File: src/idec_pkg.sv
/*
 * Constants shared by the instruction format and cycle decoder: phase
 * counts, opcode pattern values and operand field layouts.
 * Assumes 16-bit program words fetched from on-chip program memory.
 */
package idec_pkg;

    // ************************************************************
    // widths and sequencing
    // ************************************************************
    localparam int          WORD_W        = 16;
    localparam int          LONG_W        = 20;
    localparam int          OFFS_W        = 11;
    localparam int          PHASES        = 4;
    localparam logic [1:0]  PHASE_LAST    = 2'h3;
    localparam logic [1:0]  PHASE_PRE     = 2'h2;
    localparam logic [1:0]  CYC_ONE       = 2'h1;
    localparam logic [15:0] NOP_WORD      = 16'h0000;

    // ************************************************************
    // opcode patterns
    // ************************************************************
    localparam logic [3:0]  HI_SECOND     = 4'hf;
    localparam logic [3:0]  HI_BTG        = 4'h7;
    localparam logic [3:0]  HI_BYTE_MAX   = 4'h6;
    localparam logic [3:0]  HI_SKIP_SET   = 4'ha;
    localparam logic [3:0]  HI_SKIP_CLR   = 4'hb;
    localparam logic [3:0]  HI_MOVE_FF    = 4'hc;
    localparam logic [3:0]  HI_REL_JUMP   = 4'hd;
    localparam logic [1:0]  TOP2_BIT      = 2'h2;
    localparam logic [4:0]  TOP5_COND_BR  = 5'h1c;
    localparam logic [4:0]  TOP5_LIT      = 5'h01;
    localparam logic [4:0]  TOP5_CMP_SKIP = 5'h0c;
    localparam logic [5:0]  TOP6_EXT      = 6'h3a;
    localparam logic [5:0]  TOP6_DEC_SZ   = 6'h0b;
    localparam logic [5:0]  TOP6_INC_SZ   = 6'h0f;
    localparam logic [5:0]  TOP6_INC_SNZ  = 6'h12;
    localparam logic [5:0]  TOP6_DEC_SNZ  = 6'h13;
    localparam logic [6:0]  TOP7_CALL     = 7'h76;
    localparam logic [7:0]  TOP8_CTRL     = 8'h00;
    localparam logic [7:0]  TOP8_BANK_LIT = 8'h01;
    localparam logic [7:0]  TOP8_RET_LIT  = 8'h0c;
    localparam logic [7:0]  TOP8_LOAD_FSP = 8'hee;
    localparam logic [7:0]  TOP8_GOTO     = 8'hef;
    localparam logic [4:0]  LO5_TABLE     = 5'h01;
    localparam logic [5:0]  LO6_RETURN    = 6'h04;
    localparam logic [7:0]  LO8_CALL_W    = 8'h14;
    localparam logic [7:0]  LO8_RESET     = 8'hff;

    // ************************************************************
    // table pointer modes
    // ************************************************************
    localparam logic [1:0]  TBL_KEEP      = 2'h0;
    localparam logic [1:0]  TBL_POST_INC  = 2'h1;
    localparam logic [1:0]  TBL_POST_DEC  = 2'h2;
    localparam logic [1:0]  TBL_PRE_INC   = 2'h3;

    typedef enum logic [2:0] {
        FMT_NOP  = 3'b000,
        FMT_BYTE = 3'b001,
        FMT_BIT  = 3'b010,
        FMT_LIT  = 3'b011,
        FMT_CTRL = 3'b100
    } format_t;

endpackage

File: src/instr_cycle_decoder.sv
/*
 * Instruction format and cycle decoder: four-phase instruction cycle
 * sequencer, operand field split, two-word handling and cycle counting.
 * Assumes program memory presents the next sequential word by the end of
 * each cycle's last phase, and the datapath reports condition results and
 * program counter writes in that same phase, on the same clock.
 */
`timescale 1ns/1ps

module instr_cycle_decoder
    import idec_pkg::*;
(
    input  wire logic                        i_mclk,           // oscillator clock
    input  wire logic                        i_nrst,           // async reset, active low
    input  wire logic [idec_pkg::WORD_W-1:0] i_fetch_word,     // next program word
    input  wire logic                        i_cond_true,      // skip/branch test result
    input  wire logic                        i_pc_written,     // datapath wrote the pc
    input  wire logic                        i_ext_enable,     // extended set enabled
    output logic [1:0]                       o_phase,          // phase in cycle
    output logic                             o_cycle_start,    // first phase pulse
    output logic                             o_fetch_strobe,   // word taken this phase
    output idec_pkg::format_t                o_format,         // instruction class
    output logic [idec_pkg::WORD_W-1:0]      o_instr,          // executing first word
    output logic [7:0]                       o_file_addr,      // file register address
    output logic                             o_to_file,        // result to file register
    output logic                             o_use_bank,       // bank register selects bank
    output logic [2:0]                       o_bit_num,        // affected bit
    output logic [7:0]                       o_literal,        // literal value
    output logic [1:0]                       o_fsp_sel,        // file_select_pointer number
    output logic [idec_pkg::OFFS_W-1:0]      o_rel_offset,     // signed branch offset
    output logic [idec_pkg::LONG_W-1:0]      o_long_addr,      // two-word operand
    output logic                             o_fast,           // shadow registers used
    output logic                             o_tbl_op,         // table read/write
    output logic                             o_tbl_write,      // table write
    output logic [1:0]                       o_tbl_mode,       // table_pointer mode
    output logic                             o_two_word,       // two-word instruction
    output logic                             o_second,         // second word cycle
    output logic                             o_conditional,    // has a test
    output logic                             o_pc_change,      // changes the pc
    output logic                             o_extended,       // extended-set instruction
    output logic                             o_nop,            // cycle executes as no-op
    output logic                             o_flush,          // discarded fetch cycle
    output logic                             o_retire,         // previous instr done
    output logic [1:0]                       o_retire_cycles   // its cycle count
);
    import idec_pkg::*;

    // ************************************************************
    // sequencing decisions at the last phase
    // ************************************************************
    logic              boundary;
    logic              cont;
    logic              flush_nxt;
    logic              skip_tail;
    logic              new_instr;
    logic              raw_two;
    logic              flushed_two_r;
    logic [1:0]        cnt_r;
    logic [15:0]       lw;

    assign boundary  = (o_phase == PHASE_LAST);
    // first word of a two-word instruction pulls in its second word
    assign cont      = o_two_word & ~o_second & ~o_nop;
    assign flush_nxt = ~o_nop & ~o_two_word
                     & (o_pc_change | (o_conditional & i_cond_true) | i_pc_written);
    // a skipped two-word instruction loses both words, hence three cycles
    assign skip_tail = o_flush & flushed_two_r;
    assign new_instr = ~cont & ~flush_nxt & ~skip_tail;
    assign lw        = (flush_nxt | skip_tail) ? NOP_WORD : i_fetch_word;

    // ************************************************************
    // field decode of the word being loaded
    // ************************************************************
    logic [3:0] hi4;
    logic       is_second;
    logic       is_bit;
    logic       is_ctl0;
    logic       is_lit;
    logic       is_byte;
    logic       is_rel;
    logic       is_cbr;
    logic       is_call;
    logic       is_goto;
    logic       is_lfsp;
    logic       is_movff;
    logic       is_ret;
    logic       is_tbl;
    logic       is_ext_hi;
    logic       is_callw;
    logic       ext_ok;
    logic       ext_off;
    logic       d_two;
    logic       d_cond;
    logic       d_pcc;
    logic       d_nop;
    format_t    d_fmt;

    assign hi4       = lw[15:12];
    assign is_second = (hi4 == HI_SECOND);
    assign is_bit    = (lw[15:14] == TOP2_BIT) | (hi4 == HI_BTG);
    assign is_ctl0   = (lw[15:8] == TOP8_CTRL);
    assign is_movff  = (hi4 == HI_MOVE_FF);
    assign is_rel    = (hi4 == HI_REL_JUMP);
    assign is_cbr    = (lw[15:11] == TOP5_COND_BR);
    assign is_call   = (lw[15:9] == TOP7_CALL);
    assign is_goto   = (lw[15:8] == TOP8_GOTO);
    assign is_lfsp   = (lw[15:8] == TOP8_LOAD_FSP);
    assign is_ext_hi = (lw[15:10] == TOP6_EXT);
    assign is_callw  = is_ctl0 & (lw[7:0] == LO8_CALL_W);
    assign ext_ok    = (is_ext_hi | is_callw) & i_ext_enable;
    // extended opcodes with the set disabled execute as no-ops
    assign ext_off   = (is_ext_hi | is_callw) & ~i_ext_enable;
    assign is_tbl    = is_ctl0 & (lw[7:3] == LO5_TABLE);
    assign is_ret    = is_ctl0 & (lw[7:2] == LO6_RETURN);
    assign is_lit    = (lw[15:11] == TOP5_LIT) | (lw[15:8] == TOP8_BANK_LIT)
                     | is_lfsp | (is_ext_hi & ext_ok);
    assign is_byte   = ((hi4 <= HI_BYTE_MAX) & ~is_ctl0 & ~is_lit) | is_movff;
    assign d_two     = is_movff | is_call | is_lfsp | is_goto;
    assign d_cond    = (lw[15:10] == TOP6_DEC_SZ) | (lw[15:10] == TOP6_INC_SZ)
                     | (lw[15:10] == TOP6_INC_SNZ) | (lw[15:10] == TOP6_DEC_SNZ)
                     | (lw[15:11] == TOP5_CMP_SKIP) | (hi4 == HI_SKIP_SET)
                     | (hi4 == HI_SKIP_CLR) | is_cbr;
    assign d_pcc     = is_rel | is_goto | is_call | is_ret | (lw[15:8] == TOP8_RET_LIT)
                     | (is_ctl0 & (lw[7:0] == LO8_RESET)) | (is_callw & ext_ok);
    assign d_nop     = is_second | ext_off | (lw == NOP_WORD);
    assign d_fmt     = (is_second | ext_off) ? FMT_NOP  :
                       is_bit                ? FMT_BIT  :
                       is_lit                ? FMT_LIT  :
                       is_byte               ? FMT_BYTE : FMT_CTRL;

    // raw fetched word decides whether a skipped instruction had two words
    assign raw_two   = (i_fetch_word[15:12] == HI_MOVE_FF)
                     | (i_fetch_word[15:9] == TOP7_CALL)
                     | (i_fetch_word[15:8] == TOP8_LOAD_FSP)
                     | (i_fetch_word[15:8] == TOP8_GOTO);

    // ************************************************************
    // phase sequencer
    // ************************************************************
    always_ff @(posedge i_mclk or negedge i_nrst)
    begin
        if (!i_nrst)
        begin
            o_phase        <= 2'h0;
            o_cycle_start  <= 1'b0;
            o_fetch_strobe <= 1'b0;
        end
        else
        begin
            o_phase        <= o_phase + 2'h1;
            o_cycle_start  <= boundary;
            o_fetch_strobe <= (o_phase == PHASE_PRE);
        end
    end

    // ************************************************************
    // decoded operand registers, loaded at each last phase unless the second word is pulled in
    // ************************************************************
    always_ff @(posedge i_mclk or negedge i_nrst)
    begin
        if (!i_nrst)
        begin
            o_format      <= FMT_CTRL;
            o_instr       <= NOP_WORD;
            o_file_addr   <= 8'h00;
            o_to_file     <= 1'b0;
            o_use_bank    <= 1'b0;
            o_bit_num     <= 3'h0;
            o_literal     <= 8'h00;
            o_fsp_sel     <= 2'h0;
            o_rel_offset  <= 11'h000;
            o_fast        <= 1'b0;
            o_tbl_op      <= 1'b0;
            o_tbl_write   <= 1'b0;
            o_tbl_mode    <= TBL_KEEP;
            o_two_word    <= 1'b0;
            o_conditional <= 1'b0;
            o_pc_change   <= 1'b0;
            o_extended    <= 1'b0;
        end
        else if (boundary && !cont)
        begin
            o_format      <= d_fmt;
            o_instr       <= lw;
            o_file_addr   <= lw[7:0];
            o_to_file     <= lw[9];
            o_use_bank    <= lw[8];
            o_bit_num     <= lw[11:9];
            o_literal     <= lw[7:0];
            o_fsp_sel     <= lw[5:4];
            o_rel_offset  <= is_rel ? lw[10:0] : {{3{lw[7]}}, lw[7:0]};
            o_fast        <= is_call ? lw[8] : (is_ret & lw[0]);
            o_tbl_op      <= is_tbl;
            o_tbl_write   <= is_tbl & lw[2];
            o_tbl_mode    <= is_tbl ? lw[1:0] : TBL_KEEP;
            o_two_word    <= d_two;
            o_conditional <= d_cond;
            o_pc_change   <= d_pcc;
            o_extended    <= ext_ok;
        end
    end

    // ************************************************************
    // cycle flags, second word and retirement count
    // ************************************************************
    always_ff @(posedge i_mclk or negedge i_nrst)
    begin
        if (!i_nrst)
        begin
            o_nop         <= 1'b1;
            o_flush       <= 1'b0;
            o_second      <= 1'b0;
            flushed_two_r <= 1'b0;
            o_long_addr   <= 20'h00000;
            cnt_r         <= CYC_ONE;
            o_retire      <= 1'b0;
        end
        else if (boundary)
        begin
            o_nop         <= ~cont & d_nop;
            o_flush       <= flush_nxt | skip_tail;
            o_second      <= cont;
            flushed_two_r <= flush_nxt & raw_two;
            cnt_r         <= new_instr ? CYC_ONE : cnt_r + 2'h1;
            o_retire      <= new_instr;
            if (cont)
            begin
                o_long_addr <= {i_fetch_word[11:0], o_file_addr};
            end
        end
        else
        begin
            o_retire <= 1'b0;
        end
    end

    always_ff @(posedge i_mclk or negedge i_nrst)
    begin
        if (!i_nrst)
            o_retire_cycles <= 2'h0;
        else if (boundary && new_instr)
            o_retire_cycles <= cnt_r;
    end

endmodule

File: config.mk
export PLATFORM = sky130hd
export DESIGN_NAME = instr_cycle_decoder
export DESIGN_NICKNAME = d
export VERILOG_FILES = /design/src/idec_pkg.sv /design/src/instr_cycle_decoder.sv
export SDC_FILE = /design/constraint.sdc
export NUM_CORES = 1
export LEC_CHECK = 0
export ABC_AREA = 1
export BUFFER_PORTS_ARGS = -buffer_cell sky130_fd_sc_hd__buf_2
export CORE_MARGIN = 5
export CORE_UTILIZATION = 49
export DETAILED_ROUTE_END_ITERATION = 7
export GPL_TIMING_DRIVEN = 0
export PLACE_DENSITY = 0.82
export SYNTH_ARGS = -nofsm -noshare
export SYNTH_HDL_FRONTEND = slang
export SYNTH_SLANG_ARGS = --single-unit
File: constraint.sdc
create_clock -name i_mclk -period 4.9 [get_ports i_mclk]
set_input_delay 0.49 -clock i_mclk [delete_from_list [all_inputs] [get_ports i_mclk]]
set_output_delay 0.49 -clock i_mclk [all_outputs]
set_load 0.02 [all_outputs]
# After elaboration in Yosys (flattened, before gate mapping)
# Cells that the tools add are included.
# Widths: inputs -> output; s select.
totals:
  inputBits: 21
  reg_bits: 87
  wordCells: 137
  output_inout_bits: 92
op_classes:
  eq_ne: 30
  magnitude_cmp: 1
  reduce_logical: 6
  addsub: 2
  mux: 10
  bitwise_logic: 61
op_table:
  columns: ["op", "count"]
  rows:
  - ["$eq 8x8->1 const B", 5]
  - ["$or 1x1->1", 30]
  - ["$eq 4x4->1 const B", 6]
  - ["$and 1x1->1", 22]
  - ["$logic_not 16->1", 1]
  - ["$mux 16", 1]
  - ["$eq 7x7->1 const B", 2]
  - ["$eq 6x4->1 const B", 2]
  - ["$eq 6x5->1 const B", 2]
  - ["$mux 3", 4]
  - ["$mux 11", 1]
  - ["$eq 5x1->1 const B", 2]
  - ["$not 1->1", 9]
  - ["$eq 8x1->1 const B", 1]
  - ["$eq 8x4->1 const B", 1]
  - ["$eq 8x5->1 const B", 1]
  - ["$logic_not 8->1", 1]
  - ["$eq 2x2->1 const B", 3]
  - ["$eq 6x3->1 const B", 1]
  - ["$eq 6x6->1 const B", 1]
  - ["$eq 5x4->1 const B", 1]
  - ["$eq 5x5->1 const B", 1]
  - ["$add 2x1->2 const B", 2]
  - ["$eq 4x3->1 const B", 1]
  - ["other kinds (6)", 9]

# Depth between registers and ports, before layout
# Gate-level depths: netlist (run 1).
logic_depth:
  ltp_word: 19
  ltp_mapped: 13
  depth_no_buf: 13

# Worst setup path after synthesis (run 1)
# OpenSTA, ideal clock, no wires.
synth_path:
  path_kind: "flip-flop to flip-flop"
  start: "reg o_phase[1]"
  end: "reg o_long_addr[19] (netlist bit)"
  synth_period_minus_slack_ns: 1.647
  t_arrival_ns: 1.523
  path_buffers: 1
  setup_ns: 0.125
  required_ns: 4.775
  path_stages_with_launch: 6
  path_slack_ns: 3.253
  cell_sequence: "dfrtp_1 > ha_1 > inv_1 > nor2_1 > buf_2 > mux2_2"
synth_between:
  elab_chain_cells: 2
synth_lines:
  columns: ["element", "line_no", "rtl"]
  rows:
  - ["from (decl)", "instr_cycle_decoder.sv:19", "output logic [1:0] o_phase,"]
  - ["from (signal assigned)", "instr_cycle_decoder.sv:150", "o_phase <= o_phase + 2'h1;"]
  - ["$eq 2x2->1", "instr_cycle_decoder.sv:61", "assign boundary = (o_phase == PHASE_LAST);"]
  - ["via boundary", "instr_cycle_decoder.sv:51", "logic boundary;"]
  - ["$reduce_and 2->1 (no line)", null, null]
  - ["to (signal assigned)", "instr_cycle_decoder.sv:228", "o_long_addr <= {i_fetch_word[11:0], o_file_addr};"]
  - ["to (decl)", "instr_cycle_decoder.sv:31", "output logic [idec_pkg::LONG_W-1:0] o_long_addr,"]
# The timed path passes the listed nets, and every way through them passes these cells.
# A chain may end at the register's enable or synchronous reset.

# Worst setup path after layout (run 1)
layout_path:
  start: "reg o_phase[0]"
  end: "reg o_long_addr[17] (netlist bit)"
# The elaborated chain is that of the path after synthesis.

==> reports/metrics.csv, run 1 <==
metric;value;unit
status;finished clean;
dpl_cell_area;3860;um^2
drt_pass1_iterations;5;
synth_flop_cell;dfrtp_1;
antenna_found_initial;0;
hold_ws;229;ps
syn-instance-count;362;
vias;2910;
cpLargestDelayFamily;buffers and inverters;
dp_hpwl;6.72;mm
syn_area;3200;um^2
place_inst;551;
cts_hold_buf;0;
viasPerCell;5.13;
path_clk_slew;70;ps
cts_setup_buffers;0;
criticalPathCategory;register to register;
grt_max_degree;65;
p_comb_frac;0.478;
cp-end-kind;register;
fillers;531;
swShare;0.417;
min_period;1930;ps
fmax;519;MHz
finalHoldViolations;0;
crit_buf_inv;3;
die_area;8250;um^2
fin_crit_sh;0.393;
area_delta_synth_final;28.9;%
crit_required;5160;ps
synth-edff-count;0;
final_layout_size_suffix_gt1_frac;0.408;
fin_nets;508;
synth_warnings;0;
skew;11.3;ps
min_path_type;primary input to asynchronous set/reset pin;
tns;0;ps
leakagePower;0.00229;uW
root_buffer;clkbuf_8;
ant_nets;0;
cts_max_level;3;
core;6350;um^2
rsz0062_at_grt;false;
gr-usage-all-layers;0.217;
die_w;90.8;um
power.density;679;nW/um^2
arrival;2190;ps
mostFrequentLayoutCells;buf_2, nand2_1, dfrtp_1, nor2_1, buf_4;
stdcell_count;567;
maxCapViolations;0;
grt_pass1_wl;14.5;mm
fp.dieH;90.8;um
p_clk_frac;0.209;
seq_area_frac_synth;0.502;
diodes;0;
crit_fanout;10;
num_rows;29;
clock_path_buffers;2;
clock-sinks;64;
cts_resized;0;
p_switching;1170;uW
crit_path_start_kind;register;
syn_nets;385;
io_pins;113;
synth_cell_types;33;
total_power;2800;uW
tightest_slew;770;ps
slowest_delay;370;ps
gp_congestion;0.925;
grt_overflow;0;
power_frac_seq;0.313;
intPower;1630;uW
drt_wl_total;8.65;mm
slowest_stage;dfrtp_1;
vdd_drop_max;0.000464;V
start_util;0.504;
layout_commonest_cell;buf_2;
setup_viol_count_final;0;
clk_latency;340;ps
drc;0;
numCtsBuffers;9;
async_flop_share;1.00;
grt_pass1_vias;2953;
io_buffer_count;112;
wl_per_cell;15.2;um
synth_seq_cells;64;
stdcell_area;4120;um^2
finalMaxSlewViolations;0;
crit_chain;ha_1 -> inv_1 -> nor2_1 -> buf_2 -> buf_2 -> nor2_1 -> a21oi_1;
drt_iter0_markers;210;
slew_headroom;0.487;
synth.avg_cell_area;8.84;um^2
cts_tree;done;
[power groups by stage]
stage / logic [uW] / registers (uW) / clock network, uW
after floorplan: 684 / 1110 / 0
after global placement: 1330 / 874 / 0
after detailed placement: 1350 / 887 / 0
after CTS: 1350 / 878 / 593
after global routing: 1450 / 909 / 621
final: 1340 / 876 / 584
[metrics by stage]
step	utilization	worst slack, ps
final	0.649	2970
after global placement	0.607	2890
after detailed placement	0.607	2900
after global routing	0.649	2800
after CTS	0.649	2940
after floorplan	-	3250
[cells in the mapped netlist, types with 2 or more instances]
library cell  number  area share
mux2_2            11       0.039
o31ai_1            3      0.0070
nand2_4            4       0.014
nand3_1           17       0.027
a31oi_1            2      0.0039
buf_2              3      0.0047
dfrtp_1           61        0.48
o211ai_1           4      0.0094
nand2_2            3      0.0059
inv_1             30       0.035
nor2_4             3       0.011
dfstp_2            3       0.025
a21oi_1           16       0.025
nor2_1            41       0.048
nand4_1            5      0.0098
nor4_1             2      0.0039
inv_2              6      0.0070
ha_1               2      0.0078
buf_4             31       0.073
clkbuf_1           4      0.0047
nor3_1             2      0.0031
nand2_1           76       0.089
nor2_2             2      0.0039
o22ai_1            2      0.0039
o21ai_0           21       0.033
[registers in the layout, summed over array words and instances (netlist names), 2 cells and up]
register	count
o_retire_cycles	2
cnt_r	2
o_instr	16
o_tbl_mode	2
o_format	3
o_rel_offset	3
o_long_addr	20
o_phase	2
[area by class of cell]
type	count	area [um^2]	area share
buffer	39	274	0.0664
clock buffer	12	165	0.0400
clock inverter	4	98.8	0.0240
inverter	36	135	0.0328
multi-input combinational	223	1190	0.288
sequential	64	1610	0.389
tap	77	96.3	0.0234
timing repair buffer	112	563	0.137
[layer usage]
metal  global-route usage  vias up  share of wire
met5                    0        -              0
met4               0.0685        0          0.013
met1                0.274     1384           0.41
met3               0.0608       12          0.090
met2                0.359      119           0.49
li1                     -     1395              -
[final timing paths]
kind / cells past startpoint / slack [ps] / to / from
setup / recovery: 7 / 2970 / o_long_addr[17] / o_phase[0]
hold / removal: 1 / 230 / o_long_addr[1] / i_nrst
setup reg to reg: 7 / 2970 / o_long_addr[17] / o_phase[0]
hold reg to reg: 2 / 480 / o_format[0] / o_format[0]
max in group asynchronous: 1 / 4160 / o_second / i_nrst
min in group i_mclk: 3 / 410 / o_extended / i_ext_enable
[cells by family (layout without fill, tap and decap cells)]
family | count (synthesis) | count (layout) | synth area share
DFF | 64 | 64 | 0.502
buffers and inverters | 75 | 203 | 0.128
AOI/OAI and AO/OA | 52 | 52 | 0.0973
and+or+nand+nor | 157 | 157 | 0.224
xor gates and xnor gates | 1 | 1 | 0.00274
muxes | 11 | 11 | 0.0387
adders and majority gates | 2 | 2 | 0.00782
No activity file was read; power rests on OpenSTA's default activity.
==> run 2, diff against run 1 <==
==> constraint.sdc (replaced) <==
create_clock -name i_mclk -period 1.95 [get_ports i_mclk]
set_input_delay 0.195 -clock i_mclk [delete_from_list [all_inputs] [get_ports i_mclk]]
set_output_delay 0.195 -clock i_mclk [all_outputs]
set_load 0.02 [all_outputs]
==> run 2 against run 1 <==
The flow now finishes with violations (hold timing). Via count is essentially flat. Final area grew 0.30%. Worst setup slack worse by 2800 ps. Wire length unchanged. Clock skew is 1.5 ps higher. Highest routed layer unchanged. Utilization rose by 0.20 points. Largest power group unchanged. Critical endpoint is now o_pc_change.
==> reports/metrics.csv, run 2 (synthesized netlist as in run 1, its figures left out) <==
metric;value;unit
place_inst;551;
crit_cells;10;
maxCapViolations;0;
final_util;0.651;
slowest_stage;dfstp_2;
arrival;2090;ps
slowest_delay;580;ps
swShare;0.417;
top_register;o_long_addr;
core;6350;um^2
layout_commonest_cell;buf_2;
vias;2912;
clk_latency;340;ps
fmax;551;MHz
leakagePower;0.00229;uW
cpLargestDelayFamily;simple AND/OR/NAND/NOR gates;
finalMaxSlewViolations;0;
fin_nets;508;
cts_tree;done;
io_pins;113;
stdcell_count;567;
die_area;8250;um^2
power_frac_seq;0.313;
r2r_start;o_nop;
violations;hold timing;
start_util;0.504;
grt_pass1_vias;2953;
path_clk_slew;80;ps
gp_congestion;0.925;
drt_iter0_markers;186;
cts_setup_buffers;0;
die_w;90.8;um
drt_pass1_iterations;4;
criticalPathCategory;register to register;
skew;12.8;ps
final_layout_size_suffix_gt1_frac;0.414;
total_power;7040;uW
largest_reg_flops;20;
ant_nets;0;
viasPerCell;5.14;
crit_end;o_pc_change;
cp-end-kind;register;
setup_viol_count_final;0;
reg2reg_to;o_pc_change;
antenna_found_initial;0;
cts_hold_buf;0;
p_clk_frac;0.209;
gr-usage-all-layers;0.217;
mostFrequentLayoutCells;buf_2, nand2_1, dfrtp_1, nor2_1, buf_4;
vdd_drop_max;0.00117;V
min_period;1810;ps
fin_crit_sh;0.931;
status;complete, but fails checks;
io_buffer_count;112;
drc;0;
clock_path_buffers;2;
r2r_cells;10;
crit_required;2230;ps
root_buffer;clkbuf_8;
wl_per_cell;15.2;um
rsz0062_at_grt;true;
grt_pass1_wl;14.5;mm
crit_fanout;4;
crit_buf_inv;0;
diodes;0;
hold_ws;-69.9;ps
reg_top3;o_long_addr x20, o_instr x16;
area_delta_synth_final;29.2;%
p_comb_frac;0.479;
grt_overflow;0;
slew_headroom;0.491;
drt_wl_total;8.65;mm
power.density;1700;nW/um^2
min_path_type;primary input to asynchronous set/reset pin;
clock-sinks;64;
intPower;4110;uW
crit_path_start_kind;register;
numCtsBuffers;9;
crit_path_start;o_nop;
dp_hpwl;6.72;mm
p_switching;2930;uW
crit_chain;nor2_4 -> a21oi_4 -> nand2_1 -> nor2_2 -> nand3_1 -> nand2_1 -> nor2_1 -> nand2_1 -> nor2_1 -> nor2_1;
grt_max_degree;65;
tightest_slew;763;ps
finalHoldViolations;61;
reg2reg_setup_slack;140;ps
fp.dieH;90.8;um
num_rows;29;
cts_max_level;3;
[run 2: stage by stage]
stage | hold slack, ps | setup TNS [ps] | worst slack (ps) | instance area (um^2)
final | -69.9 | 0 | 135 | 4140
after global routing | 1.75 | -86.5 | -47.2 | 4140
after CTS | 106 | 0 | 61.3 | 4120
after detailed placement | 466 | 0 | 6.87 | 3860
after global placement | 455 | 0 | 34.5 | 3860
after floorplan | -101 | 0 | 303 | 3200
[run 2: layer usage]
metal / GRT usage / routed length [um]
met5: 0 / 0
met4: 0.0685 / 108
met3: 0.0608 / 716
met2: 0.359 / 4260
met1: 0.274 / 3560
[run 2: worst min-delay path by stage]
stage,from,to,slack (ps),cells past startpoint
CTS,i_ext_enable,o_extended,110,3
floorplan,i_nrst,cnt_r[1],-100,0
finish,i_nrst,o_long_addr[1],-70,1
global placement,o_phase[0],o_phase[0],460,1
global route,i_nrst,o_long_addr[1],2,1
detailed placement,i_ext_enable,o_extended,470,3
[run 2: cell type report]
cell class              instances  area [um^2]
fillers                       527         2210
clock inverters                 4         98.8
well taps                      77         96.3
plain buffers                  39          277
flip-flops and latches         64         1610
clock buffers                  12          165
multi-input cells             223         1190
inverters                      36          138
repair buffers                112          563
[run 2: timing repair]
item / in CTS / in global routing
endpoints found under the setup margin: 1 / 23
cloned: 0 / 0
resized for setup: 1 / 4
[run 2: power groups by stage]
stage          combinational, uW  sequential, uW  clock [uW]
2_1_floorplan               1720            2780           0
3_3_place_gp                3340            2200           0
3_5_place_dp                3390            2230           0
4_1_cts                     3400            2210        1490
5_1_grt                     3650            2280        1560
6_report                    3370            2200        1470
==> run 3, diff against run 2 <==
--- a/config.mk
+++ b/config.mk
@@ -6,12 +6,14 @@
 export NUM_CORES = 1
 export LEC_CHECK = 0
 export ABC_AREA = 1
-export BUFFER_PORTS_ARGS = -buffer_cell sky130_fd_sc_hd__buf_2
+export ABC_CLOCK_PERIOD_IN_PS = 1950
 export CORE_MARGIN = 5
 export CORE_UTILIZATION = 49
 export DETAILED_ROUTE_END_ITERATION = 7
+export DONT_BUFFER_PORTS = 1
 export GPL_TIMING_DRIVEN = 0
-export PLACE_DENSITY = 0.82
+export PLACE_DENSITY = 0.67
+export SETUP_SLACK_MARGIN = 0.5
 export SYNTH_ARGS = -nofsm -noshare
 export SYNTH_HDL_FRONTEND = slang
 export SYNTH_SLANG_ARGS = --single-unit
==> run 3 against run 2 <==
The flow still finishes with violations (hold timing). Non-clock buffer count is 77 lower. First-iteration DRC count decreased by 1.6%. Clock power decreased by 12%. Global-route usage is 0.51 points higher. Combinational power shrank 31%. Wire length up 6.2%. Critical endpoint is now o_fast.
==> reports/metrics.csv, run 3 (synthesized netlist as in run 1, its figures left out) <==
metric;value;unit
maxCapViolations;0;
setup_viol_count_final;0;
skew;11.4;ps
io_pins;113;
grt_max_degree;65;
r2r_start;o_nop;
leakagePower;0.00202;uW
clock_path_buffers;2;
hold_ws;-474;ps
path_clk_slew;80;ps
diodes;0;
crit_path_start_kind;register;
grt_pass1_wl;14.3;mm
vdd_drop_max;0.00102;V
numCtsBuffers;9;
min_path_type;primary input to asynchronous set/reset pin;
worst_slack;60.4;ps
grt_overflow;0;
clk_latency;350;ps
total_power;6560;uW
layout_commonest_cell;nand2_1;
finalHoldViolations;64;
rsz0062_at_grt;true;
fp.dieH;90.8;um
crit_path_start;o_nop;
crit_chain;nor2_4 -> a21oi_4 -> buf_6 -> nand2_4 -> nor2_1 -> nand3_1 -> nand2_2 -> buf_4 -> buf_4 -> o31ai_1;
dp_slack;-22.9;ps
clock-sinks;64;
slowest_stage;dfstp_2;
cts_max_level;3;
area_delta_synth_final;31.4;%
wl_per_cell;18.7;um
crit_buf_inv;3;
crit_fanout;5;
arrival;2120;ps
drc;0;
crit_required;2180;ps
viasPerCell;5.55;
tightest_slew;348;ps
regArea;1610;um^2
grt_pass1_vias;2701;
crit_top_cell;buf_4;
final_layout_size_suffix_gt1_frac;0.409;
die_area;8250;um^2
power.density;1560;nW/um^2
gr-usage-all-layers;0.222;
fmax;529;MHz
gp_congestion;0.933;
cp-end-kind;register;
antenna_found_initial;0;
dp_hpwl;6.18;mm
cpLargestDelayFamily;flip-flops;
multi_input_area;1440;um^2
root_buffer;clkbuf_8;
drt_iter0_markers;183;
status;complete, but fails checks;
cts_tree;done;
criticalPathCategory;register to register;
fin_crit_sh;0.969;
core;6350;um^2
reg2reg_setup_slack;60;ps
vias;2719;
top_register;o_long_addr;
slowest_delay;640;ps
finalMaxSlewViolations;0;
num_rows;29;
mostFrequentLayoutCells;nand2_1, dfrtp_1, buf_4, inv_1, nor2_1;
ant_nets;0;
reg_top3;o_long_addr x20, o_instr x16;
start_util;0.504;
min_period;1890;ps
slew_headroom;0.768;
largest_reg_flops;20;
drt_pass1_iterations;5;
io_buffer_count;0;
cts_hold_buf;7;
die_w;90.8;um
violations;hold timing;
drt_wl_total;9.18;mm
fillers;503;
fin_nets;431;
[run 3: cell count changes in the layout (fill, tap and decap cells not counted), sizes merged]
cell         before  now
dlygate4sd3       0    7
clkinv            1    3
bufinv            3    2
clkbuf           16   13
clkinvlp          0    2
buf             147   63
[run 3: final timing paths]
path	to	cells after the start
min in group i_mclk	flushed_two_r	2
max in group asynchronous	o_nop	0
max	o_fast	10
min	o_long_addr[2]	0
min reg2reg	o_retire_cycles[0]	2
max reg2reg	o_fast	10
[run 3: stage by stage]
stage | TNS, ps | utilization | cell area (um^2) | instances | hold slack [ps]
2_1_floorplan | 0 | - | 3230 | 362 | -101
3_3_place_gp | -14.1 | 0.523 | 3320 | 439 | -98.9
3_5_place_dp | -22.9 | 0.523 | 3320 | 439 | -98.9
4_1_cts | 0 | 0.636 | 4040 | 484 | -484
5_1_grt | -214 | 0.662 | 4210 | 490 | -494
6_report | 0 | 0.662 | 4210 | 490 | -474
[run 3: worst register-to-register path, delay by kind of cell (launching register included)]
family / cells / cell delay, ps
buffers and inverters: 3 / 370
DFF: 1 / 640
AOI/OAI and AO/OA: 2 / 290
and+or+nand+nor: 5 / 460
[run 3: where the power goes]
part	switching (uW)	internal (uW)	total, uW
logic	1300	1030	2330
clock network	572	732	1300
registers	1100	1830	2930
[run 3: routing by layer]
| metal | vias up | wire length, um | GRT usage | part of all wire |
|---|---|---|---|---|
| li1 | 1243 | - | - | - |
| met1 | 1329 | 3450 | 0.256 | 0.38 |
| met2 | 127 | 4550 | 0.360 | 0.50 |
| met3 | 20 | 933 | 0.0883 | 0.10 |
| met4 | 0 | 245 | 0.103 | 0.027 |
| met5 | - | 0 | 0 | 0 |
[run 3: timing repair]
item / CTS / global route
gates resized for setup: 77 / 35
cloned: 3 / 0
endpoints found under the setup margin: 58 / 59
endpoints found under the hold margin: 73 / 64
buffers inserted: 19 / 6
pin swaps: 11 / 11
[run 3: layout make-up]
type | count | area share
tap | 77 | 0.0229
sequential | 64 | 0.384
timing repair buffer | 35 | 0.0741
clock buffer | 9 | 0.0295
buffer | 39 | 0.0881
clock inverter | 7 | 0.0244
multi-input combinational | 223 | 0.342
inverter | 36 | 0.0354
